$ cat src/vowcd_pkg.sv
// Purpose: Shared constants for the second video window crop and decimation block.
// Assumes: Registers are twelve bits wide and sit one per 32-bit APB word.
// Notes: Byte address of each register is four times its index.

// ****************************************************************
// Package
// ****************************************************************
package vowcd_pkg;

    localparam int REG_W = 12;
    localparam int PIX_W = 16;
    localparam int FIFO_W = 18;
    localparam int FIFO_DEPTH = 16;

    // Register indexes; the byte address is the index times four.
    localparam logic [9:0] IDX_IN_LINES = 10'h12B;
    localparam logic [9:0] IDX_OUT_LINES = 10'h12C;
    localparam logic [9:0] IDX_HSTART = 10'h12D;
    localparam logic [9:0] IDX_HLEN = 10'h12E;
    localparam logic [9:0] IDX_NPIX = 10'h12F;
    localparam logic [9:0] IDX_KEPT = 10'h157;
    localparam logic [9:0] IDX_STATUS = 10'h160;

    localparam logic [11:0] ADDR_IN_LINES = {IDX_IN_LINES, 2'b00};
    localparam logic [11:0] ADDR_OUT_LINES = {IDX_OUT_LINES, 2'b00};
    localparam logic [11:0] ADDR_HSTART = {IDX_HSTART, 2'b00};
    localparam logic [11:0] ADDR_HLEN = {IDX_HLEN, 2'b00};
    localparam logic [11:0] ADDR_NPIX = {IDX_NPIX, 2'b00};
    localparam logic [11:0] ADDR_KEPT = {IDX_KEPT, 2'b00};
    localparam logic [11:0] ADDR_STATUS = {IDX_STATUS, 2'b00};

    // Field positions.
    localparam int LINES_MSB = 8;
    localparam int PIX_MSB = 10;
    localparam int DEC_EN_BIT = 9;
    localparam int FCODE_LSB = 10;

    // Field enable codes.
    localparam logic [1:0] FC_BOTH = 2'b00;
    localparam logic [1:0] FC_EVEN = 2'b01;
    localparam logic [1:0] FC_ODD = 2'b10;
    localparam logic [1:0] FC_OFF = 2'b11;

    // Decimation interval in frames.
    localparam logic [11:0] DEC_INTERVAL = 12'hBB8;
    localparam logic [11:0] FRAME_CNT_RST = DEC_INTERVAL - 12'h001;

    // Largest active line count per field for each line standard.
    localparam logic [8:0] MAX_LINES_625 = 9'h120;
    localparam logic [8:0] MAX_LINES_525 = 9'h0F0;

    // Reset values.
    localparam logic [11:0] RST_IN_LINES = 12'h1F4;
    localparam logic [11:0] RST_OUT_LINES = 12'h0F0;
    localparam logic [11:0] RST_HSTART = 12'h000;
    localparam logic [11:0] RST_HLEN = 12'h280;
    localparam logic [11:0] RST_NPIX = 12'h280;
    localparam logic [11:0] RST_KEPT = DEC_INTERVAL;

    typedef enum logic [1:0] {
        FS_WAIT = 2'b00,
        FS_ON = 2'b01,
        FS_OFF = 2'b11
    } vowcd_fstate_t;

endpackage

$ cat src/vowcd_top.sv
// Purpose: Second video window selection: field enable, frame decimation,
//          line dropping, horizontal scaling and crop, behind an APB slave.
// Assumes: Pixel stream is synchronous to clk_in; line_start_in marks the
//          first pixel of a line, field_start_in is a pulse between fields.
// Notes: Downscaling only; each kept pixel is a chosen input pixel.
//
// Notes on behaviour
// - With decimation on, only the programmed frame count per 3000 frames passes.
// - Field code: 11 off, 10 odd only, 01 even only, 00 both fields.
// - Fewer output lines than input lines: drop whole lines, no filtering.
// - Window start is an 11-bit position on the scaled line.
// - A nonzero window start crops that many scaled pixels on the left.
// - Window passes an 11-bit count of scaled pixels from the start.
// - Each full input line is scaled to the programmed active pixel count when it is as long as the previous line, or 640 pixels after reset.
// - Input line count above the standard's maximum is clamped automatically.
//
// The APB slave port was decided locally.

module vowcd_top (
    input wire logic clk_in,
    input wire logic rst_in,
    input wire logic psel_in,
    input wire logic penable_in,
    input wire logic pwrite_in,
    input wire logic [11:0] paddr_in,
    input wire logic [31:0] pwdata_in,
    output logic [31:0] prdata_out,
    output logic pready_out,
    output logic pslverr_out,
    input wire logic std_625_in,
    input wire logic field_start_in,
    input wire logic field_odd_in,
    input wire logic pix_valid_in,
    input wire logic line_start_in,
    input wire logic [15:0] pix_data_in,
    output logic pix_ready_out,
    output logic vid_valid_out,
    input wire logic vid_ready_in,
    output logic [15:0] vid_data_out,
    output logic vid_line_start_out,
    output logic vid_field_start_out
);

    // ****************************************************************
    // Helpers
    // ****************************************************************

    // One step of a rate accumulator: returns {emit, new accumulator}.
    function automatic logic [13:0] dda_step(input logic [12:0] acc,
                                             input logic [12:0] add,
                                             input logic [12:0] lim);
        logic [12:0] sum;
        sum = acc + add;
        if (sum >= lim) begin
            dda_step = {1'b1, 13'(sum - lim)};
        end else begin
            dda_step = {1'b0, sum};
        end
    endfunction

    function automatic logic addr_hit(input logic [11:0] a);
        addr_hit = (a == vowcd_pkg::ADDR_IN_LINES) || (a == vowcd_pkg::ADDR_OUT_LINES) ||
                   (a == vowcd_pkg::ADDR_HSTART) || (a == vowcd_pkg::ADDR_HLEN) ||
                   (a == vowcd_pkg::ADDR_NPIX) || (a == vowcd_pkg::ADDR_KEPT) ||
                   (a == vowcd_pkg::ADDR_STATUS);
    endfunction

    // ****************************************************************
    // Registers and APB slave
    // ****************************************************************

    logic [11:0] inl_q;
    logic [11:0] outl_q;
    logic [11:0] hst_q;
    logic [11:0] hlen_q;
    logic [11:0] npix_q;
    logic [11:0] kept_q;
    logic [31:0] rdata_q;
    logic err_q;
    logic [11:0] rd_mux;
    logic [11:0] status;
    logic wr_en;
    vowcd_pkg::vowcd_fstate_t fstate_q;
    logic frame_keep_q;
    logic [8:0] vout_q;

    assign wr_en = psel_in && penable_in && pwrite_in && addr_hit(paddr_in) &&
                   (paddr_in != vowcd_pkg::ADDR_STATUS);
    assign pready_out = 1'b1;
    assign pslverr_out = psel_in && penable_in && err_q;
    assign prdata_out = rdata_q;
    assign status = {vout_q, frame_keep_q, fstate_q};

    always_ff @(posedge clk_in or posedge rst_in) begin
        if (rst_in) begin
            inl_q <= vowcd_pkg::RST_IN_LINES;
            outl_q <= vowcd_pkg::RST_OUT_LINES;
            hst_q <= vowcd_pkg::RST_HSTART;
            hlen_q <= vowcd_pkg::RST_HLEN;
            npix_q <= vowcd_pkg::RST_NPIX;
            kept_q <= vowcd_pkg::RST_KEPT;
        end else if (wr_en) begin
            if (paddr_in == vowcd_pkg::ADDR_IN_LINES) begin
                inl_q <= pwdata_in[11:0];
            end else if (paddr_in == vowcd_pkg::ADDR_OUT_LINES) begin
                outl_q <= pwdata_in[11:0];
            end else if (paddr_in == vowcd_pkg::ADDR_HSTART) begin
                hst_q <= pwdata_in[11:0];
            end else if (paddr_in == vowcd_pkg::ADDR_HLEN) begin
                hlen_q <= pwdata_in[11:0];
            end else if (paddr_in == vowcd_pkg::ADDR_NPIX) begin
                npix_q <= pwdata_in[11:0];
            end else begin
                kept_q <= pwdata_in[11:0];
            end
        end
    end

    always_comb begin
        if (paddr_in == vowcd_pkg::ADDR_IN_LINES) begin
            rd_mux = inl_q;
        end else if (paddr_in == vowcd_pkg::ADDR_OUT_LINES) begin
            rd_mux = outl_q;
        end else if (paddr_in == vowcd_pkg::ADDR_HSTART) begin
            rd_mux = hst_q;
        end else if (paddr_in == vowcd_pkg::ADDR_HLEN) begin
            rd_mux = hlen_q;
        end else if (paddr_in == vowcd_pkg::ADDR_NPIX) begin
            rd_mux = npix_q;
        end else if (paddr_in == vowcd_pkg::ADDR_KEPT) begin
            rd_mux = kept_q;
        end else if (paddr_in == vowcd_pkg::ADDR_STATUS) begin
            rd_mux = status;
        end else begin
            rd_mux = 12'h000;
        end
    end

    // Read data is captured in the setup cycle so it leaves a flip-flop.
    always_ff @(posedge clk_in or posedge rst_in) begin
        if (rst_in) begin
            rdata_q <= 32'h00000000;
            err_q <= 1'b0;
        end else if (psel_in && !penable_in) begin
            rdata_q <= pwrite_in ? 32'h00000000 : {20'h00000, rd_mux};
            err_q <= !addr_hit(paddr_in);
        end
    end

    // ****************************************************************
    // Field and frame selection
    // ****************************************************************

    logic [8:0] in_lines;
    logic [8:0] max_lines;
    logic [8:0] eff_lines;
    logic [8:0] out_lines;
    logic [1:0] fcode;
    logic dec_en;
    logic field_ok;
    logic frame_start;
    logic [11:0] frame_cnt_q;
    logic [11:0] frame_next;
    logic frame_keep_d;

    assign in_lines = inl_q[vowcd_pkg::LINES_MSB:0];
    assign out_lines = outl_q[vowcd_pkg::LINES_MSB:0];
    assign dec_en = inl_q[vowcd_pkg::DEC_EN_BIT];
    assign fcode = inl_q[vowcd_pkg::FCODE_LSB +: 2];
    assign max_lines = std_625_in ? vowcd_pkg::MAX_LINES_625 : vowcd_pkg::MAX_LINES_525;
    assign eff_lines = (in_lines > max_lines) ? max_lines : in_lines;
    assign frame_start = field_start_in && field_odd_in;
    assign frame_next = (frame_cnt_q == vowcd_pkg::FRAME_CNT_RST) ? 12'h000 :
                        frame_cnt_q + 12'h001;
    assign frame_keep_d = frame_start ? (!dec_en || (frame_next < kept_q)) :
                          frame_keep_q;

    always_comb begin
        case (fcode)
            vowcd_pkg::FC_OFF: field_ok = 1'b0;
            vowcd_pkg::FC_ODD: field_ok = field_odd_in;
            vowcd_pkg::FC_EVEN: field_ok = !field_odd_in;
            default: field_ok = 1'b1;
        endcase
    end

    always_ff @(posedge clk_in or posedge rst_in) begin
        if (rst_in) begin
            frame_cnt_q <= vowcd_pkg::FRAME_CNT_RST;
            frame_keep_q <= 1'b1;
        end else if (frame_start) begin
            frame_cnt_q <= frame_next;
            frame_keep_q <= frame_keep_d;
        end
    end

    // The field code and frame keep are sampled at each field start, so a field is never split.
    always_ff @(posedge clk_in or posedge rst_in) begin
        if (rst_in) begin
            fstate_q <= vowcd_pkg::FS_WAIT;
        end else if (field_start_in) begin
            case (fstate_q)
                default: fstate_q <= (field_ok && frame_keep_d) ? vowcd_pkg::FS_ON :
                                     vowcd_pkg::FS_OFF;
            endcase
        end
    end

    // ****************************************************************
    // Line dropping and horizontal scaling
    // ****************************************************************

    logic take;
    logic push_want;
    logic push;
    logic fifo_ready;
    logic ls;
    logic [8:0] vidx_q;
    logic [8:0] accv_q;
    logic line_keep_q;
    logic [13:0] vd;
    logic v_in_ok;
    logic vkeep_now;
    logic [11:0] cnt_q;
    logic [11:0] in_len_q;
    logic [11:0] len_cur;
    logic [11:0] acc_h_q;
    logic [11:0] acc_base;
    logic [13:0] hd;
    logic [10:0] sx_q;
    logic [10:0] sx_cur;
    logic [10:0] npix;
    logic [10:0] hstart;
    logic [11:0] hend;
    logic h_emit;
    logic in_win;
    logic fs_mark_q;
    logic ln_mark_q;

    assign ls = pix_valid_in && line_start_in;
    assign npix = npix_q[vowcd_pkg::PIX_MSB:0];
    assign hstart = hst_q[vowcd_pkg::PIX_MSB:0];
    assign hend = {1'b0, hstart} + {1'b0, hlen_q[vowcd_pkg::PIX_MSB:0]};

    // Vertical: one accumulator step per input line inside the active range.
    assign v_in_ok = vidx_q < eff_lines;
    assign vd = dda_step({4'h0, accv_q}, {4'h0, out_lines}, {4'h0, eff_lines});
    assign vkeep_now = ls ? (v_in_ok && vd[13] && (vout_q < out_lines)) :
                       line_keep_q;

    // Horizontal: the previous line's length is the scaling reference.
    assign len_cur = (ls && (cnt_q != 12'h000)) ? cnt_q : in_len_q;
    assign acc_base = ls ? 12'h000 : acc_h_q;
    assign sx_cur = ls ? 11'h000 : sx_q;
    assign hd = dda_step({1'b0, acc_base}, {2'b00, npix}, {1'b0, len_cur});
    assign h_emit = hd[13] && (sx_cur < npix);
    assign in_win = ({1'b0, sx_cur} < hend) && (sx_cur >= hstart);

    assign push_want = pix_valid_in && (fstate_q == vowcd_pkg::FS_ON) && vkeep_now &&
                       h_emit && in_win;
    assign push = push_want && fifo_ready;
    assign pix_ready_out = !push_want || fifo_ready;
    assign take = pix_valid_in && pix_ready_out;

    always_ff @(posedge clk_in or posedge rst_in) begin
        if (rst_in) begin
            vidx_q <= 9'h000;
            accv_q <= 9'h000;
            vout_q <= 9'h000;
            line_keep_q <= 1'b0;
        end else if (field_start_in) begin
            vidx_q <= 9'h000;
            accv_q <= 9'h000;
            vout_q <= 9'h000;
            line_keep_q <= 1'b0;
        end else if (take && ls) begin
            vidx_q <= (vidx_q == 9'h1FF) ? vidx_q : vidx_q + 9'h001;
            line_keep_q <= vkeep_now;
            if (v_in_ok) begin
                accv_q <= vd[8:0];
            end
            if (vkeep_now) begin
                vout_q <= vout_q + 9'h001;
            end
        end
    end

    always_ff @(posedge clk_in or posedge rst_in) begin
        if (rst_in) begin
            cnt_q <= 12'h000;
            in_len_q <= vowcd_pkg::RST_NPIX;
            acc_h_q <= 12'h000;
            sx_q <= 11'h000;
        end else if (take) begin
            cnt_q <= ls ? 12'h001 : ((cnt_q == 12'hFFF) ? cnt_q : cnt_q + 12'h001);
            if (ls) begin
                in_len_q <= len_cur;
            end
            acc_h_q <= hd[11:0];
            sx_q <= h_emit ? sx_cur + 11'h001 : sx_cur;
        end
    end

    always_ff @(posedge clk_in or posedge rst_in) begin
        if (rst_in) begin
            fs_mark_q <= 1'b0;
        end else if (field_start_in) begin
            fs_mark_q <= 1'b1;
        end else if (push) begin
            fs_mark_q <= 1'b0;
        end
    end

    always_ff @(posedge clk_in or posedge rst_in) begin
        if (rst_in) begin
            ln_mark_q <= 1'b0;
        end else if (take && ls) begin
            ln_mark_q <= !push;
        end else if (push) begin
            ln_mark_q <= 1'b0;
        end
    end

    // ****************************************************************
    // Output buffer
    // ****************************************************************

    logic [17:0] fifo_out;

    // The buffer absorbs short downstream stalls; a long stall halts the input.
    vowcd_fifo #(
        .WIDTH(vowcd_pkg::FIFO_W),
        .DEPTH(vowcd_pkg::FIFO_DEPTH)
    ) u_fifo (
        .clk_in(clk_in),
        .rst_in(rst_in),
        .wr_valid_in(push_want),
        .wr_ready_out(fifo_ready),
        .wr_data_in({fs_mark_q, ls | ln_mark_q, pix_data_in}),
        .rd_valid_out(vid_valid_out),
        .rd_ready_in(vid_ready_in),
        .rd_data_out(fifo_out)
    );

    assign vid_data_out = fifo_out[15:0];
    assign vid_line_start_out = fifo_out[16];
    assign vid_field_start_out = fifo_out[17];

    logic wrote_q;

    always_ff @(posedge clk_in or posedge rst_in) begin
        if (rst_in) begin
            wrote_q <= 1'b0;
        end else if (wr_en) begin
            wrote_q <= 1'b1;
        end
    end
endmodule

$ cat src/vowcd_fifo.sv
// Purpose: Small synchronous FIFO with valid and ready on both sides.
// Assumes: One clock; write and read may happen in the same cycle.
// Notes: Full and empty come from a word count, so the FIFO fills completely.

module vowcd_fifo #(
    parameter int WIDTH = 18,
    parameter int DEPTH = 16
) (
    input wire logic clk_in,
    input wire logic rst_in,
    input wire logic wr_valid_in,
    output logic wr_ready_out,
    input wire logic [WIDTH-1:0] wr_data_in,
    output logic rd_valid_out,
    input wire logic rd_ready_in,
    output logic [WIDTH-1:0] rd_data_out
);

    localparam int AW = $clog2(DEPTH);

    logic [WIDTH-1:0] mem_q [DEPTH];
    logic [AW-1:0] wr_ptr_q;
    logic [AW-1:0] rd_ptr_q;
    logic [AW:0] count_q;
    logic do_wr;
    logic do_rd;

    assign wr_ready_out = (count_q != (AW+1)'(DEPTH));
    assign rd_valid_out = (count_q != '0);
    assign rd_data_out = mem_q[rd_ptr_q];
    assign do_wr = wr_valid_in && wr_ready_out;
    assign do_rd = rd_valid_out && rd_ready_in;

    always_ff @(posedge clk_in) begin
        if (do_wr) begin
            mem_q[wr_ptr_q] <= wr_data_in;
        end
    end

    always_ff @(posedge clk_in or posedge rst_in) begin
        if (rst_in) begin
            wr_ptr_q <= '0;
            rd_ptr_q <= '0;
            count_q <= '0;
        end else begin
            if (do_wr) begin
                wr_ptr_q <= (wr_ptr_q == AW'(DEPTH - 1)) ? '0 : wr_ptr_q + AW'(1);
            end
            if (do_rd) begin
                rd_ptr_q <= (rd_ptr_q == AW'(DEPTH - 1)) ? '0 : rd_ptr_q + AW'(1);
            end
            if (do_wr && !do_rd) begin
                count_q <= count_q + (AW+1)'(1);
            end else if (do_rd && !do_wr) begin
                count_q <= count_q - (AW+1)'(1);
            end
        end
    end

endmodule

$ cat config.mk
export PLATFORM = sky130hd
export DESIGN_NAME = vowcd_top
export DESIGN_NICKNAME = d
export VERILOG_FILES = /design/src/vowcd_pkg.sv /design/src/vowcd_top.sv /design/src/vowcd_fifo.sv
export SDC_FILE = /design/constraint.sdc
export NUM_CORES = 1
export LEC_CHECK = 0
export ABC_CLOCK_PERIOD_IN_PS = 8029
export BUFFER_PORTS_ARGS = -buffer_cell sky130_fd_sc_hd__buf_2
export CAP_MARGIN = 0
export CORE_MARGIN = 5
export CORE_UTILIZATION = 50
export DETAILED_ROUTE_END_ITERATION = 7
export MAX_ROUTING_LAYER = met4
export PLACE_DENSITY = 0.67
export SLEW_MARGIN = 20
export SYNTH_ARGS = -nofsm -noshare
export SYNTH_HDL_FRONTEND = slang
export SYNTH_SLANG_ARGS = --single-unit
$ cat constraint.sdc
create_clock -name clk_in -period 8.03 [get_ports clk_in]
set_input_delay 1.2045 -clock clk_in [delete_from_list [all_inputs] [get_ports clk_in]]
set_output_delay 1.2045 -clock clk_in [all_outputs]
set_load 0.05 [all_outputs]
==> metrics.md <==
| Metric | Value |
|---|---|
| Post-DRT Antenna Nets | `0` |
| RSZ-0062 raised after global routing | `no` |
| Mapped Cells | `1823` |
| Gr usage total | `22.0%` |
| Launching point of the worst reg2reg path | `acc_h_q[1]` |
| Htree depth | `2` |
| CP Class | `in -> out` |
| Worst-path clk slew | `0.06 ns` |
| DIE AREA | `52600 um2` |
| Hold Vio Cnt, Final | `0` |
| Initial antenna violation count | `0` |
| Sum of net half-perimeters after detailed placement | `38400 um` |
| Post-DR vias/cell | `5.82` |
| Commonest non-fill, non-tap cells in the layout | `288 x edfxtp_1, 154 x dfrtp_1, 129 x nand2_1` |
| Area of the mapped netlist | `24100 um2` |
| Worst rel slew slack | `26.4%` |
| Buffers on Ports | `83` |
| Seq cells post-synth | `478` |
| Crit path arrival time | `5.68 ns` |
| Yosys warnings | `0` |
| Post-CTS Setup Bufs | `0` |
| Post-DP Area | `25300 um2` |
| HP Start | `acc_h_q[7]` |
| GRT busiest layer | `met2` |
| Routed wire length | `56200 um` |
| Cell Count, Final, Fillers Out | `2577` |
| End of the worst hold path | `acc_h_q[7]` |
| CTS tree | `yes` |
| Initial Util | `50.5%` |
| Via count | `15000` |
| Power Density | `226 nW/um2` |
| Reg2reg path depth | `26` |
| Outcome | `completed` |
| DRC | `0` |
| Vias in the first global route | `15300` |
| Fin Clk Skew | `0.0349 ns` |
| Period Utilization, post-route | `85.7%` |
| Top Ports | `125` |
| Post-CTS resize count | `0` |
| Average wire per standard cell | `21.8 um` |
| Nets | `2126` |
| Design area | `27000 um2` |
| Number of synthesized flops with an enable pin | `288` |
| Fin Setup TNS | `0 ns` |
| Met1 GRT Util | `29.1%` |
| Grt ovf | `0` |
| Highest clock rate | `0.145 GHz` |
| CP startpoint kind | `input port` |
| R2r setup slk | `1.98 ns` |
| Syn Area/Cell | `13.2 um2` |
| Distinct cell type count after synthesis | `79` |
| Die Span Y | `229 um` |
| Pin count of the biggest net entering global routing | `118` |
| Synth area leader | `edfxtp_1` |
| Leak | `10.6 nW` |
| Synth top area cells | `edfxtp_1 36%, dfrtp_1 16%, mux4_2 8.4%` |
| Async set-or-reset flop fraction in the synthesized netlist | `39.7%` |
| DRT iter0 DRCs | `1212` |
| Sequential area share after synthesis | `55.9%` |
| Cts-stage hold buffer count | `0` |
| Worst min-delay path category | `reg -> reg` |
| Setup violators final | `0` |
| Peak VDD IR | `0.000183 V` |
| GR Util met2 | `36.5%` |
| # diodes | `0` |
| Post-synth top flop | `edfxtp_1` |
| Root Driver | `clkbuf_16` |
| Fin util | `56.7%` |
| First-pass DRT Iterations | `5` |
| Worst skew pair latency | `0.62 ns` |
| CTS sink cnt | `478` |
| Tmin final | `6.88 ns` |
| Fill count | `3858` |
| Worst Path Required | `6.83 ns` |
| Max Cap Viol | `0` |
| CP endpoint kind | `output pin` |
| RePlAce Congestion | `0.900` |
| Slew @ Worst Pin | `1.10 ns` |
| Yosys top cell area share | `36.0%` |
| Cell row count | `80` |
| Worst R2R End | `u_fifo.count_q[4]` |
| Buffers from clock root to sink, at most | `3` |
| Max Transition Viols Final | `0` |
| Layout cells sized above 1 | `22.2%` |
| TritonCTS Buffers | `50` |
| P&R area growth vs syn | `12.3%` |
| First-pass GRT wire length | `88500 um` |
| Worst hold path cell count | `2` |
| Placed cells | `2484` |
| Met3 Usage GRT | `3.07%` |
| Core Box Area | `47600 um2` |
| Max Fanout on Critical Path | `8` |
| Die Width | `229 um` |
| Commonest non-fill, non-tap cell in the layout | `edfxtp_1` |
[logic make-up after synthesis]
kind of cell | count (synthesis) | synth area share, %
AND/OR/NAND/NOR | 418 | 8.44
buffers and inverters | 179 | 3.17
adder cells (fa/ha/maj) | 138 | 7.34
flip-flops | 478 | 55.9
multiplexers | 183 | 12.6
XOR/XNOR | 89 | 3.24
AO/OA/AOI/OAI | 336 | 9.28
other | 2 | 0.0312
[critical path: stages]
cell and delay, ns:
buf_2 0.20, nand2_1 0.13, nand2_1 0.13, inv_1 0.06, ha_1 0.27, a21o_1 0.18
a21oi_1 0.23, nor2b_1 0.07, o21a_1 0.19, nand2b_1 0.16, a221oi_1 0.38, o21ai_0 0.26
xnor2_1 0.18, ha_1 0.34, and3_1 0.19, nand3_1 0.08, o31a_1 0.34, a211o_1 0.50
nor2_4 0.25, inv_1 0.11, buf_2 0.22
[layer usage]
layer / share of wire [%] / wire length, um / vias up
li1: - / - / 7015
met1: 42 / 23700 / 7494
met2: 50 / 28100 / 416
met3: 5.5 / 3090 / 81
met4: 2.2 / 1250 / 0
met5: 0 / 0 / -
[worst max path at each step]
stage	from	end	slack [ns]	depth (start not counted)
finish	pix_valid_in	pix_ready_out	1.15	21
global route	pix_valid_in	pix_ready_out	0.72	21
CTS	pix_valid_in	pix_ready_out	1.13	21
detailed placement	pix_valid_in	u_fifo.count_q[4]	0.79	28
global placement	pix_valid_in	u_fifo.count_q[4]	0.97	28
floorplan	pix_valid_in	u_fifo.mem_q[0][0]	0.81	25
[flip-flops by register name, indices dropped and copies added (netlist names), 2 cells and up]
signal / count
u_fifo.mem_q: 288
inl_q: 12
hst_q: 12
in_len_q: 12
cnt_q: 12
kept_q: 12
u_fifo.count_q: 5
sx_q: 11
outl_q: 12
frame_cnt_q: 12
npix_q: 12
vidx_q: 9
vout_q: 9
accv_q: 9
fstate_q: 2
prdata_out: 12
u_fifo.rd_ptr_q: 4
acc_h_q: 12
hlen_q: 12
u_fifo.wr_ptr_q: 4
[stage by stage]
| stage | power (mW) | setup slack (ns) | hold slack (ns) |
|---|---|---|---|
| 2_1_floorplan | 3.52 | 0.811 | 0.442 |
| 3_3_place_gp | 3.71 | 0.969 | 0.459 |
| 3_5_place_dp | 3.74 | 0.791 | 0.465 |
| 4_1_cts | 6.15 | 1.13 | 0.479 |
| 5_1_grt | 6.38 | 0.724 | 0.496 |
| 6_report | 6.09 | 1.15 | 0.477 |
[synthesized netlist by cell type (6+ instances only)]
cell,n
ha_1,128
a21oi_1,69
a22oi_1,18
clkbuf_1,54
and3_1,16
edfxtp_1,288
o211ai_1,6
o21bai_1,8
mux2i_1,36
dfstp_2,33
buf_4,22
o21a_1,10
a221oi_1,6
buf_2,7
buf_1,9
inv_1,87
nand2b_1,18
xnor2_1,42
nor3_1,22
dfrtp_1,157
nand3_1,27
nor2_1,107
a31oi_1,13
o31ai_1,12
o2111ai_1,6
or3_1,7
nor2b_1,13
o21ai_0,94
mux2_2,57
a21o_1,42
nand4_1,20
mux4_2,90
fa_1,6
nand2_1,129
nor4_1,7
and2_1,25
xor2_1,47
a211oi_1,17
[report_power, final]
group / internal [mW] / switching, mW / total, mW
registers: 2.69 / 0.0554 / 2.74
logic: 0.397 / 0.555 / 0.952
clock network: 1.39 / 1.00 / 2.40
total: 4.48 / 1.62 / 6.09
[layout make-up]
type / instances / area (um2) / area share (%)
Inverter: 87 / 334 / 1.24
Sequential cell: 478 / 13500 / 49.8
Multi-Input combinational cell: 1185 / 10000 / 37.1
Tap cell: 615 / 769 / 2.85
Timing Repair Buffer: 119 / 711 / 2.63
Clock inverter: 35 / 405 / 1.50
Clock buffer: 58 / 1330 / 4.93
No activity file was read; power rests on OpenSTA's default activity.
